**config.mk**
```make
export PLATFORM = sky130hd
export DESIGN_NAME = pulse_count_accumulator
export DESIGN_NICKNAME = d
export VERILOG_FILES = /design/src/logic/pulse_count_pkg.sv /design/src/logic/pulse_count_accumulator.sv
export SDC_FILE = /design/constraint.sdc
export NUM_CORES = 2
export LEC_CHECK = 0
export BUFFER_PORTS_ARGS = -buffer_cell sky130_fd_sc_hd__buf_2
export CAP_MARGIN = 20
export CORE_MARGIN = 5
export CORE_UTILIZATION = 69
export DETAILED_ROUTE_END_ITERATION = 7
export GPL_TIMING_DRIVEN = 0
export PLACE_DENSITY_LB_ADDON = 0.3
export SLEW_MARGIN = 20
export SYNTH_ARGS = -nofsm -noshare
export SYNTH_HDL_FRONTEND = slang
export SYNTH_SLANG_ARGS = --single-unit
```
**constraint.sdc**
```tcl
create_clock -name clk_i -period 12.2 [get_ports clk_i]
set_clock_uncertainty 0.2 [all_clocks]
set_input_delay 0 -clock clk_i [delete_from_list [all_inputs] [get_ports clk_i]]
set_output_delay 0 -clock clk_i [all_outputs]
set_load 0.005 [all_outputs]
```
**src/logic/pulse_count_pkg.sv**
```systemverilog
// Constants, types and register map of the pulse count accumulator
//
// Overview of operation
// - High-frequency mode counts a rise from below low threshold to above high threshold.
// - High-frequency mode sees pulses of 2 us, up to 250 kHz when chained.
// - Switch reopening for up to 1 ms is bounce and adds no count.
// - Two channels, each with its own 8-bit counter.
// - 16-bit mode chains both counters on channel 1; channel 2 idles.
// - Every 0.125 s counters add into 16-bit accumulators and clear.
// - An 8-bit counter holds at most 255 counts per transfer interval.
// - Table start copies each accumulator into its buffer, then zeroes it.
// - Operation writes buffer times multiplier plus offset to the result.
// - Buffer is overwritten on every table start unless discarded, never accumulated.
// - With discard, a long interval keeps the previous buffer value.
// - Frequency option divides count by interval seconds and also discards.
// - Code 0 HF, 1 AC, 2 switch, 3 HF 16-bit, 4 AC 16-bit.
package pulse_count_pkg;
  // ==========================================================
  // Timing
  localparam int unsigned CLK_HZ      = 40_000_000;
  localparam int unsigned TRANSFER_MS = 125;
  localparam int unsigned TRANSFER_CYC = CLK_HZ / 1000 * TRANSFER_MS;
  localparam int unsigned BOUNCE_US   = 1000;
  localparam int unsigned BOUNCE_CYC  = CLK_HZ / 1_000_000 * BOUNCE_US;
  localparam int unsigned TICKS_PER_S = 1000 / TRANSFER_MS;
  // ==========================================================
  // Register byte offsets
  localparam logic [7:0] CFG0_OFF = 8'h00;
  localparam logic [7:0] CFG1_OFF = 8'h04;
  localparam logic [7:0] INTV_OFF = 8'h08;
  localparam logic [7:0] MULT_OFF = 8'h0c;
  localparam logic [7:0] OFFS_OFF = 8'h10;
  localparam logic [7:0] CMD_OFF  = 8'h14;
  localparam logic [7:0] STAT_OFF = 8'h18;
  localparam logic [7:0] ACC0_OFF = 8'h1c;
  localparam logic [7:0] BUF0_OFF = 8'h24;
  localparam logic [7:0] RES0_OFF = 8'h2c;
  // ==========================================================
  // Field positions and reset values
  localparam int unsigned CFG_TYPE_LSB = 0;
  localparam int unsigned CFG_OPT_LSB  = 4;
  localparam int unsigned CMD_START    = 0;
  localparam int unsigned CMD_EXEC     = 1;
  localparam int unsigned CMD_TRESET   = 2;
  localparam logic [15:0] INTV_RST = 16'h0008;
  localparam logic [15:0] MULT_RST = 16'h0001;
  localparam logic [7:0]  CNT_MAX  = 8'hff;
  localparam logic [15:0] ACC_MAX  = 16'hffff;
  localparam int unsigned DIV_BITS = 20;
  // ==========================================================
  // Types
  typedef enum logic [2:0] {
    IN_HF = 3'h0, IN_AC = 3'h1, IN_SW = 3'h2, IN_HF16 = 3'h3, IN_AC16 = 3'h4
  } in_type_t;
  typedef enum logic [1:0] {OPT_KEEP = 2'h0, OPT_DISCARD = 2'h1, OPT_FREQ = 2'h2} opt_t;
  typedef struct packed {
    logic hi_above;  // Input above high threshold
    logic lo_below;  // Input below low threshold
    logic ac_level;  // Low-level AC comparator output
    logic sw_closed; // Switch contact closed
  } pulse_pins_t;
  typedef struct packed {
    in_type_t itype;
    opt_t     opt;
  } chan_cfg_t;
endpackage : pulse_count_pkg

```
**src/logic/pulse_count_accumulator.sv**
```systemverilog
// Pulse counting front end with accumulators, snapshot buffers and scaling
`timescale 1ns/10ps
`default_nettype none
module pulse_count_accumulator #(
  parameter int unsigned TRANSFER_CYC = pulse_count_pkg::TRANSFER_CYC,
  parameter int unsigned BOUNCE_CYC   = pulse_count_pkg::BOUNCE_CYC
) (
  input  wire logic                                clk_i,
  input  wire logic                                resetn_i,
  input  wire logic [7:0]                          paddr_i,
  input  wire logic                                psel_i,
  input  wire logic                                penable_i,
  input  wire logic                                pwrite_i,
  input  wire logic [31:0]                         pwdata_i,
  output logic      [31:0]                         prdata_o,
  output logic                                     pready_o,
  output logic                                     pslverr_o,
  input  wire pulse_count_pkg::pulse_pins_t [1:0]  pins_i
);
  import pulse_count_pkg::*;

  // ==========================================================
  // Register bus
  logic [31:0] prdata_q, prdata_d;
  logic        pready_q, pready_d, pslverr_q, pslverr_d;
  chan_cfg_t [1:0] cfg_q, cfg_d;
  logic [15:0] intv_q, intv_d, mult_q, mult_d;
  logic [31:0] offs_q, offs_d;
  logic        wr_en, start_cmd, exec_cmd, treset_cmd;
  logic [15:0] acc_q [2];
  logic [15:0] buf_q [2];
  logic [31:0] res_q [2];
  logic        busy, long_q;

  function automatic logic mapped(input logic [7:0] a);
    return a[1:0] == 2'h0 && a <= RES0_OFF + 8'h04;
  endfunction : mapped

  function automatic logic is16(input chan_cfg_t c);
    return c.itype == IN_HF16 || c.itype == IN_AC16;
  endfunction : is16

  assign wr_en      = psel_i & penable_i & pready_q & pwrite_i & mapped(paddr_i);
  assign start_cmd  = wr_en & (paddr_i == CMD_OFF) & pwdata_i[CMD_START];
  assign exec_cmd   = wr_en & (paddr_i == CMD_OFF) & pwdata_i[CMD_EXEC];
  assign treset_cmd = wr_en & (paddr_i == CMD_OFF) & pwdata_i[CMD_TRESET];

  // Zero-wait slave: answer is prepared in the setup cycle
  always_comb begin
    pready_d  = psel_i & ~penable_i;
    pslverr_d = psel_i & ~penable_i & ~mapped(paddr_i);
    prdata_d  = prdata_q;
    cfg_d     = cfg_q;
    intv_d    = intv_q;
    mult_d    = mult_q;
    offs_d    = offs_q;
    if (psel_i & ~penable_i) begin
      case (paddr_i)
        // Read back in the same field places that a write uses
        CFG0_OFF: prdata_d = {24'h0, 2'h0, cfg_q[0].opt, 1'b0, cfg_q[0].itype};
        CFG1_OFF: prdata_d = {24'h0, 2'h0, cfg_q[1].opt, 1'b0, cfg_q[1].itype};
        INTV_OFF: prdata_d = {16'h0, intv_q};
        MULT_OFF: prdata_d = {16'h0, mult_q};
        OFFS_OFF: prdata_d = offs_q;
        STAT_OFF: prdata_d = {30'h0, long_q, busy};
        ACC0_OFF: prdata_d = {16'h0, acc_q[0]};
        ACC0_OFF + 8'h04: prdata_d = {16'h0, acc_q[1]};
        BUF0_OFF: prdata_d = {16'h0, buf_q[0]};
        BUF0_OFF + 8'h04: prdata_d = {16'h0, buf_q[1]};
        RES0_OFF: prdata_d = res_q[0];
        RES0_OFF + 8'h04: prdata_d = res_q[1];
        default:  prdata_d = 32'h0;
      endcase
    end
    if (wr_en) begin
      case (paddr_i)
        CFG0_OFF: cfg_d[0] = {pwdata_i[CFG_TYPE_LSB +: 3], pwdata_i[CFG_OPT_LSB +: 2]};
        CFG1_OFF: cfg_d[1] = {pwdata_i[CFG_TYPE_LSB +: 3], pwdata_i[CFG_OPT_LSB +: 2]};
        INTV_OFF: intv_d = pwdata_i[15:0];
        MULT_OFF: mult_d = pwdata_i[15:0];
        OFFS_OFF: offs_d = pwdata_i;
        default:  ;
      endcase
    end
  end

  always_ff @(posedge clk_i or negedge resetn_i) begin
    if (!resetn_i) begin
      prdata_q <= 32'h0;
      pready_q <= 1'b0;
      pslverr_q <= 1'b0;
      cfg_q    <= '0;
      intv_q   <= INTV_RST;
      mult_q   <= MULT_RST;
      offs_q   <= 32'h0;
    end else begin
      prdata_q <= prdata_d;
      pready_q <= pready_d;
      pslverr_q <= pslverr_d;
      cfg_q    <= cfg_d;
      intv_q   <= intv_d;
      mult_q   <= mult_d;
      offs_q   <= offs_d;
    end
  end

  assign prdata_o  = prdata_q;
  assign pready_o  = pready_q;
  assign pslverr_o = pslverr_q;

  // ==========================================================
  // Transfer tick divider
  logic [22:0] tdiv_q, tdiv_d;
  logic        tick;
  assign tick = tdiv_q == 23'(TRANSFER_CYC - 1);
  always_comb begin
    tdiv_d = tick ? 23'h0 : tdiv_q + 23'h1;
  end
  always_ff @(posedge clk_i or negedge resetn_i) begin
    if (!resetn_i) tdiv_q <= 23'h0;
    else tdiv_q <= tdiv_d;
  end

  // ==========================================================
  // Per-channel input front end; edges are sampled straight off the pins
  logic [1:0] hit;
  for (genvar c = 0; c < 2; c++) begin : g_front
    logic        arm_q, arm_d, ac_q, ac_d, swst_q, swst_d;
    logic [15:0] open_q, open_d;
    pulse_pins_t p;
    assign p = pins_i[c];
    always_comb begin
      arm_d  = arm_q;
      ac_d   = p.ac_level;
      swst_d = swst_q;
      open_d = 16'h0;
      hit[c] = 1'b0;
      case (cfg_q[c].itype)
        IN_HF, IN_HF16: begin
          // Arming below the low level gives the wide hysteresis band
          if (p.lo_below) arm_d = 1'b1;
          else if (arm_q && p.hi_above) begin
            arm_d  = 1'b0;
            hit[c] = 1'b1;
          end
        end
        IN_AC, IN_AC16: hit[c] = p.ac_level & ~ac_q;
        IN_SW: begin
          if (!swst_q) begin
            if (p.sw_closed) begin
              swst_d = 1'b1;
              hit[c] = 1'b1;
            end
          end else if (!p.sw_closed) begin
            // Short reopenings are bounce; only a long open re-arms
            open_d = open_q + 16'h1;
            if (open_q == 16'(BOUNCE_CYC - 1)) swst_d = 1'b0;
          end
        end
        default: ;
      endcase
    end
    always_ff @(posedge clk_i or negedge resetn_i) begin
      if (!resetn_i) begin
        arm_q  <= 1'b0;
        ac_q   <= 1'b0;
        swst_q <= 1'b0;
        open_q <= 16'h0;
      end else begin
        arm_q  <= arm_d;
        ac_q   <= ac_d;
        swst_q <= swst_d;
        open_q <= open_d;
      end
    end

  end

  // ==========================================================
  // Hardware counters, accumulators and snapshot buffers
  logic [7:0]  cnt_q [2];
  logic [7:0]  cnt_d [2];
  logic [15:0] acc_d [2];
  logic [15:0] buf_d [2];
  logic [15:0] elap_q, elap_d;
  logic        long_d, mode16, long_now;
  logic [15:0] chain, chain_inc, add [2];
  logic [16:0] sum [2];

  assign mode16    = is16(cfg_q[0]);
  assign chain     = {cnt_q[1], cnt_q[0]};
  assign chain_inc = (chain == ACC_MAX) ? chain : chain + 16'h1;
  assign long_now  = long_q | (elap_q > intv_q);

  always_comb begin
    elap_d = (elap_q == ACC_MAX || !tick) ? elap_q : elap_q + 16'h1;
    long_d = long_q | treset_cmd;
    for (int i = 0; i < 2; i++) begin
      cnt_d[i] = cnt_q[i];
      acc_d[i] = acc_q[i];
      buf_d[i] = buf_q[i];
      sum[i]   = 17'h0;
      add[i]   = 16'h0;
    end
    if (mode16) begin
      // Channel 2 input is ignored; its counter holds the upper byte
      {cnt_d[1], cnt_d[0]} = hit[0] ? chain_inc : chain;
      add[0] = chain;
    end else begin
      for (int i = 0; i < 2; i++) begin
        if (hit[i] && cnt_q[i] != CNT_MAX) cnt_d[i] = cnt_q[i] + 8'h1;
        add[i] = {8'h0, cnt_q[i]};
      end
    end
    if (tick) begin
      // A pulse in the transfer cycle lands in the fresh counter
      for (int i = 0; i < 2; i++) cnt_d[i] = 8'h0;
      if (mode16) cnt_d[0] = {7'h0, hit[0]};
      else for (int i = 0; i < 2; i++) cnt_d[i] = {7'h0, hit[i]};
    end
    for (int i = 0; i < 2; i++) begin
      sum[i] = {1'b0, start_cmd ? 16'h0 : acc_q[i]} + (tick ? {1'b0, add[i]} : 17'h0);
      acc_d[i] = sum[i][16] ? ACC_MAX : sum[i][15:0];
      if (start_cmd) begin
        // Discarding keeps the last good value for rate-type results
        if (!(cfg_q[i].opt != OPT_KEEP && long_now)) buf_d[i] = acc_q[i];
      end
    end
    if (start_cmd) begin
      elap_d = tick ? 16'h1 : 16'h0;
      long_d = treset_cmd;
    end
  end

  always_ff @(posedge clk_i or negedge resetn_i) begin
    if (!resetn_i) begin
      for (int i = 0; i < 2; i++) begin
        cnt_q[i] <= 8'h0;
        acc_q[i] <= 16'h0;
        buf_q[i] <= 16'h0;
      end
      elap_q <= 16'h0;
      long_q <= 1'b0;
    end else begin
      cnt_q  <= cnt_d;
      acc_q  <= acc_d;
      buf_q  <= buf_d;
      elap_q <= elap_d;
      long_q <= long_d;
    end
  end

  // ==========================================================
  // Scaling engine: optional restoring divide, then multiply and offset
  typedef enum logic [1:0] {S_IDLE, S_DIV, S_STORE} eng_t;
  eng_t        st_q, st_d;
  logic        ch_q, ch_d;
  logic [4:0]  bit_q, bit_d;
  logic [19:0] quo_q, quo_d, rem_q, rem_d, trial;
  logic [31:0] res_d [2];
  logic [35:0] prod;

  assign busy  = st_q != S_IDLE;
  assign trial = {rem_q[18:0], quo_q[19]};
  assign prod  = 36'(quo_q) * 36'(mult_q);

  always_comb begin
    st_d  = st_q;
    ch_d  = ch_q;
    bit_d = bit_q;
    quo_d = quo_q;
    rem_d = rem_q;
    res_d = res_q;
    case (st_q)
      S_IDLE: if (exec_cmd) begin
        st_d = S_DIV;
        ch_d = 1'b0;
        bit_d = 5'h0;
        quo_d = {1'b0, buf_q[0], 3'h0};
        rem_d = 20'h0;
      end
      S_DIV: begin
        if (cfg_q[ch_q].opt != OPT_FREQ || intv_q == 16'h0) begin
          // Plain count, and a zero interval has no rate to report
          quo_d = {4'h0, buf_q[ch_q]};
          st_d  = S_STORE;
        end else begin
          rem_d = (trial >= {4'h0, intv_q}) ? trial - {4'h0, intv_q} : trial;
          quo_d = {quo_q[18:0], trial >= {4'h0, intv_q}};
          bit_d = bit_q + 5'h1;
          if (bit_q == 5'(DIV_BITS - 1)) st_d = S_STORE;
        end
      end
      S_STORE: begin
        res_d[ch_q] = prod[31:0] + offs_q;
        if (ch_q) st_d = S_IDLE;
        else begin
          st_d = S_DIV;
          ch_d = 1'b1;
          bit_d = 5'h0;
          quo_d = {1'b0, buf_q[1], 3'h0};
          rem_d = 20'h0;
        end
      end
      default: st_d = S_IDLE;
    endcase
  end

  always_ff @(posedge clk_i or negedge resetn_i) begin
    if (!resetn_i) begin
      st_q  <= S_IDLE;
      ch_q  <= 1'b0;
      bit_q <= 5'h0;
      quo_q <= 20'h0;
      rem_q <= 20'h0;
      res_q <= '{default: 32'h0};
    end else begin
      st_q  <= st_d;
      ch_q  <= ch_d;
      bit_q <= bit_d;
      quo_q <= quo_d;
      rem_q <= rem_d;
      res_q <= res_d;
    end
  end
endmodule : pulse_count_accumulator
`default_nettype wire

```
## Word-level counts from Yosys, hierarchy flattened

Cells that the tools add are included.
W data, S select, Z words.

| word-level totals | value |
|---|---|
| output and inout port bits | 34 |
| register bits after elaboration | 377 |
| bits of input ports | 53 |

| operators by class | value |
|---|---|
| multiply operators | 1 |
| reductions and logical operators | 46 |
| add/subtract/negate cells | 12 |
| multiplexer cells | 75 |
| bitwise gates (word level) | 21 |
| eq/ne operators | 38 |
| $lt $le $gt $ge | 6 |

Operators with widths:

| operator | number |
|---|---|
| $pmux W32 S12 | 1 |
| $mux W16 | 22 |
| $mux W19 | 4 |
| $add A16 B1 Y16 const B | 4 |
| $bwmux W64 | 1 |
| $eq A16 B16 Y1 const B | 4 |
| $mux W20 | 3 |
| $pmux W20 S3 | 1 |
| $pmux W19 S3 | 1 |
| $eq A8 B6 Y1 const B | 5 |
| $add A16 B16 Y17 | 2 |
| $add A32 B32 Y32 | 1 |
| $demux W32 S1 | 1 |
| $eq A8 B5 Y1 const B | 4 |
| $mul A20 B16 Y32 | 1 |
| $mux W32 | 1 |
| $mux W8 | 3 |
| $add A23 B1 Y23 const B | 1 |
| $eq A23 B23 Y1 const B | 1 |
| $mux W1 | 23 |
| $mux W23 | 1 |
| $reduce_and A2 Y1 | 11 |
| $ge A20 B16 Y1 | 1 |
| $sub A19 B16 Y19 | 1 |
| 40 further kinds | 101 |

## Longest topological paths before layout

| logic depth | value |
|---|---|
| word-level depth | 9 |
| gate-level depth with buffers | 24 |
| depth with buffers taken out | 22 |

## Worst setup path before layout

Ideal clock, no wire load.

| timing | value |
|---|---|
| path kind | reg-to-reg |
| from | register quo_q[10] |
| to | register res_q[56] (netlist bit) |
| setup time | 129 ps |
| path slack | 5886 ps |
| path buffers | 3 |
| cell stages (with the launch flop) | 23 |
| arrival time | 5984 ps |
| required time | 11871 ps |
| period minus slack after synthesis | 6314 ps |
| cells stage by stage | dfrtp_1 clkbuf_1 clkbuf_1 nand2_1 fa_1 fa_1 fa_1 inv_1 fa_1 fa_1 inv_1 fa_1 inv_1 ha_1 a21oi_2 o21ai_1 a311o_1 or2_1 buf_2 a41o_1 a31oi_2 xor2_1 o21ai_1 |

| between the ends | value |
|---|---|
| word-level cells in the longest chain between the ends | 3 |

Ends and longest elaborated chain:

| element | line | text |
|---|---|---|
| start: declaration | pulse_count_accumulator.sv:259 | `logic [19:0] quo_q, quo_d, rem_q, rem_d, trial;` |
| start signal: assignment | pulse_count_accumulator.sv:321 | `quo_q <= quo_d;` |
| $mul A20 B16 Y32 | pulse_count_accumulator.sv:265 | `assign prod = 36'(quo_q) * 36'(mult_q);` |
| $add A32 B32 Y32 | pulse_count_accumulator.sv:295 | `res_d[ch_q] = prod[31:0] + offs_q;` |
| $bwmux W64 | pulse_count_accumulator.sv:295 |  |
| end signal: assignment | pulse_count_accumulator.sv:323 | `res_q <= res_d;` |
| end: declaration | pulse_count_accumulator.sv:32 | `logic [31:0] res_q [2];` |

No other way between the ends.
A chain may end at the register's enable or synchronous reset.

## Final worst setup path

| timing | value |
|---|---|
| from | register quo_q[9] |
| to | register res_q[25] (netlist bit) |

Same word-level chain as after synthesis.

==> flow_summary.yaml <==
clocking:
  clock_sinks: 377
  cts_max_level: 2
  cts_buffers: 42
  cts_resized: 0
  cts_tree: "done"
  clk_latency_ps: 600
  clkTransAtPathRegs_ps: 70
  cts_setup_buffers: 0
  holdBufCountCts: 70
  clockRootBuffer: "clkbuf_16"
  clockBufferDepth: 3
pwr:
  power_frac_clock: 0.373
  p_comb_frac: 0.204
  p_sw_w: 0.001177
  cellPowerDensity_nw_per_um2: 101.1
  leakagePower_nw: 16.47
  sw_frac_of_total: 0.3444
  p_int_w: 0.002240
  ir_drop_mv: 0.1161
  power_frac_seq: 0.423
final_layout:
  stdcell_area_um2: 33780
  final_common_cell: "nand2_1"
  drive_above_1_share: 0.08276
  area_growth_pct: 11.12
  layout_common_cells: "nand2_1 (467), inv_1 (448), dfrtp_1 (375)"
  fin_cells: 4097
  nets: 3957
synthesis:
  netlist_instances: 3268
  ys_types: 93
  ys_warn_count: 0
  synth-compound-area-share: 0.1184
  synth_ff_type: "dfrtp_1"
  synth-adder-area-share: 0.2467
  synthTopCellsByArea: "dfrtp_1 (31%), fa_1 (18%), ha_1 (6.3%)"
  synthesis.nets: 3753
  syn_avg_cell_area_um2: 9.303
  synth.ff_latch_count: 377
  synth-seq-area-share: 0.3104
  syn_area_um2: 30400
  synth-simple-area-share: 0.1694
  synth.top_cell.area_share: 0.3087
  synthXorXnorAreaFrac: 0.03918
  synth_top_family_by_area: "adder cells"
  muxShareOfSynthArea: 0.03877
  synth_edf_count: 0
  async_flop_share: 1.000
  yosysTopAreaCell: "dfrtp_1"
drt:
  drtIter0Drc: 2908
  wl_per_cell_um: 24.34
  first_pass_iters: 8
  vias: 26290
  postRouteAntennaNets: 0
  remaining_drc_errors: 1
  drt_wl_total_um: 99700
  viasPerCell: 6.417
floorplan:
  io-pin-count: 87
  core_area_um2: 43930
  initial_core_util: 0.6920
  die_h_um: 219.9
  std_cell_rows: 77
  dieWidth_um: 219.9
  die_area_um2: 48360
placed_design:
  gp_congestion: 1.072
  placed_cell_area_um2: 31690
  dp.cells: 3949
  post-place-ws_ps: 4014
  numPortBuffers: 85
  dpl.hpwl_um: 75520
worst_setup_path:
  crit_top_cell: "fa_1"
  critPathTopFamily: "adder cells"
  cp_slowest_cell: "a31oi_1"
  crit_path_end_kind: "flop"
  crit_fanout: 10
  crit_path_start_kind: "flop"
  path_buf_inv: 6
  worstSetupPathType: "reg2reg"
  slowest_delay_ps: 620
  crit_required_ps: 12460
  cp_cell_sequence: "clkbuf_1 > clkbuf_1 > nand2_1 > fa_1 > inv_1 > fa_1 > fa_1 > fa_1 > fa_1 > inv_1 > fa_1 > inv_1 > ha_1 > clkbuf_1 > a21oi_1 > o21ai_0 > a31oi_1 > nand2_1 > a211o_1 > a31oi_1 > xor2_1 > o21ai_0"
  arrival_ps: 8610
grt:
  grt_antenna_before_repair: 0
  grt_usage: 0.4186
  grt-ovfl-total: 0
  grt_pass1_wl_um: 153900
  grt_max_degree: 106
  grt_pass1_vias: 26940
sta:
  fin_crit_sh: 0.6844
  hold_ws_ps: 8.309
  maxSlewViolCount: 0
  worst_pin_slew_ps: 932.1
  fin_setup_tns_ps: 0
  worst_slack_ps: 3850
  maxSlewHeadroom: 0.3738
  finalHoldViolations: 0
  finalCriticalPeriod_ps: 8350
  fmax_ghz: 0.1198
  setup_violations: 0
  rsz0062_at_grt: "no"
run:
  drv_cap: 0
outcome:
  status: "finished with violations"
  violations: "DRC"
hold_path:
  holdCritPathClass: "in2reg"
state kept, by name, indices dropped and copies added (netlist names), 19 cells and up:
register and cells:
res_q 64, acc_q 32, buf_q 32, g_front.open_q 32, offs_q 32, prdata_o 32, tdiv_q 23, quo_q 20
rem_q 19
metrics by stage:
stage | utilization | power, W
floorplan | - | 0.001799
detailed placement | 0.7213 | 0.002111
CTS | 0.7689 | 0.003380
global placement | 0.7186 | 0.002078
finish | 0.7690 | 0.003417
global route | 0.7690 | 0.003523
area by class of cell:
cell class | count | area, um2
antenna | 1 | 2.502
buffer | 159 | 665.6
clock buffer | 58 | 1201
clock inverter | 18 | 168.9
fill | 2994 | 10150
inverter | 448 | 1682
multi-input combinational | 2284 | 18620
sequential | 377 | 9437
tap | 592 | 740.7
timing repair buffer | 160 | 1269
routing by layer:
layer	track usage	vias to the layer above	wire [um]
met3	0.09974	406	10890
met5	0	-	0
met4	0.2455	0	7259
met2	0.6573	1620	45630
met1	0.5336	13110	35920
li1	-	11160	-
power groups by stage:
stage | Combinational [W] | Sequential [W] | Clock (W)
final | 0.000698 | 0.00145 | 0.00127
after floorplan | 0.000389 | 0.00141 | 0
after global routing | 0.000745 | 0.00145 | 0.00133
after global placement | 0.000625 | 0.00145 | 0
after detailed placement | 0.000653 | 0.00146 | 0
after CTS | 0.000673 | 0.00144 | 0.00127
logic make-up (layout without fill, tap and decap cells):
| logic type | Yosys count | count (layout) |
|---|---|---|
| simple gates | 1066 | 1066 |
| fa+ha+maj | 432 | 432 |
| mux | 107 | 107 |
| buf+inv | 607 | 843 |
| flops | 377 | 377 |
| compound gates | 543 | 543 |
| xor+xnor | 136 | 136 |
| other cells | 0 | 1 |
cell usage after synthesis (all sizes together), types with 65 or more instances:
master / n
a21oi: 65
and2: 184
clkbuf: 132
dfrtp: 375
fa: 279
ha: 153
inv: 448
mux2: 86
nand2: 467
nand3: 81
nor2: 138
o21ai: 233
xor2: 80
final timing paths:
check,from,slack [ps],end,cells past startpoint
setup / recovery,quo_q[9]$_DFFE_PN0P_,3850,res_q[25]$_DFFE_PN0P_,22
hold / removal,pwdata_i[30],8,offs_q[30]$_DFFE_PN0P_,3
setup reg to reg,quo_q[9]$_DFFE_PN0P_,3850,res_q[25]$_DFFE_PN0P_,22
hold reg to reg,prdata_o[9]$_DFFE_PN0P_,280,prdata_o[9]$_DFFE_PN0P_,2
max in group asynchronous,resetn_i,10450,offs_q[20]$_DFFE_PN0P_,5
min in group asynchronous,resetn_i,340,mult_q[0]$_DFFE_PN1P_,3
worst reg2reg max path, cell delays in order, from the launching register on:
cell and delay [ps]:
dfrtp_1 320, clkbuf_1 460, clkbuf_1 560, nand2_1 190, fa_1 580, inv_1 60, fa_1 520, fa_1 440
fa_1 530, fa_1 560, inv_1 70, fa_1 540, inv_1 50, ha_1 280, clkbuf_1 390, a21oi_1 270
o21ai_0 150, a31oi_1 620, nand2_1 300, a211o_1 350, a31oi_1 220, xor2_1 430, o21ai_0 140
No activity file was read; power rests on OpenSTA's default activity.
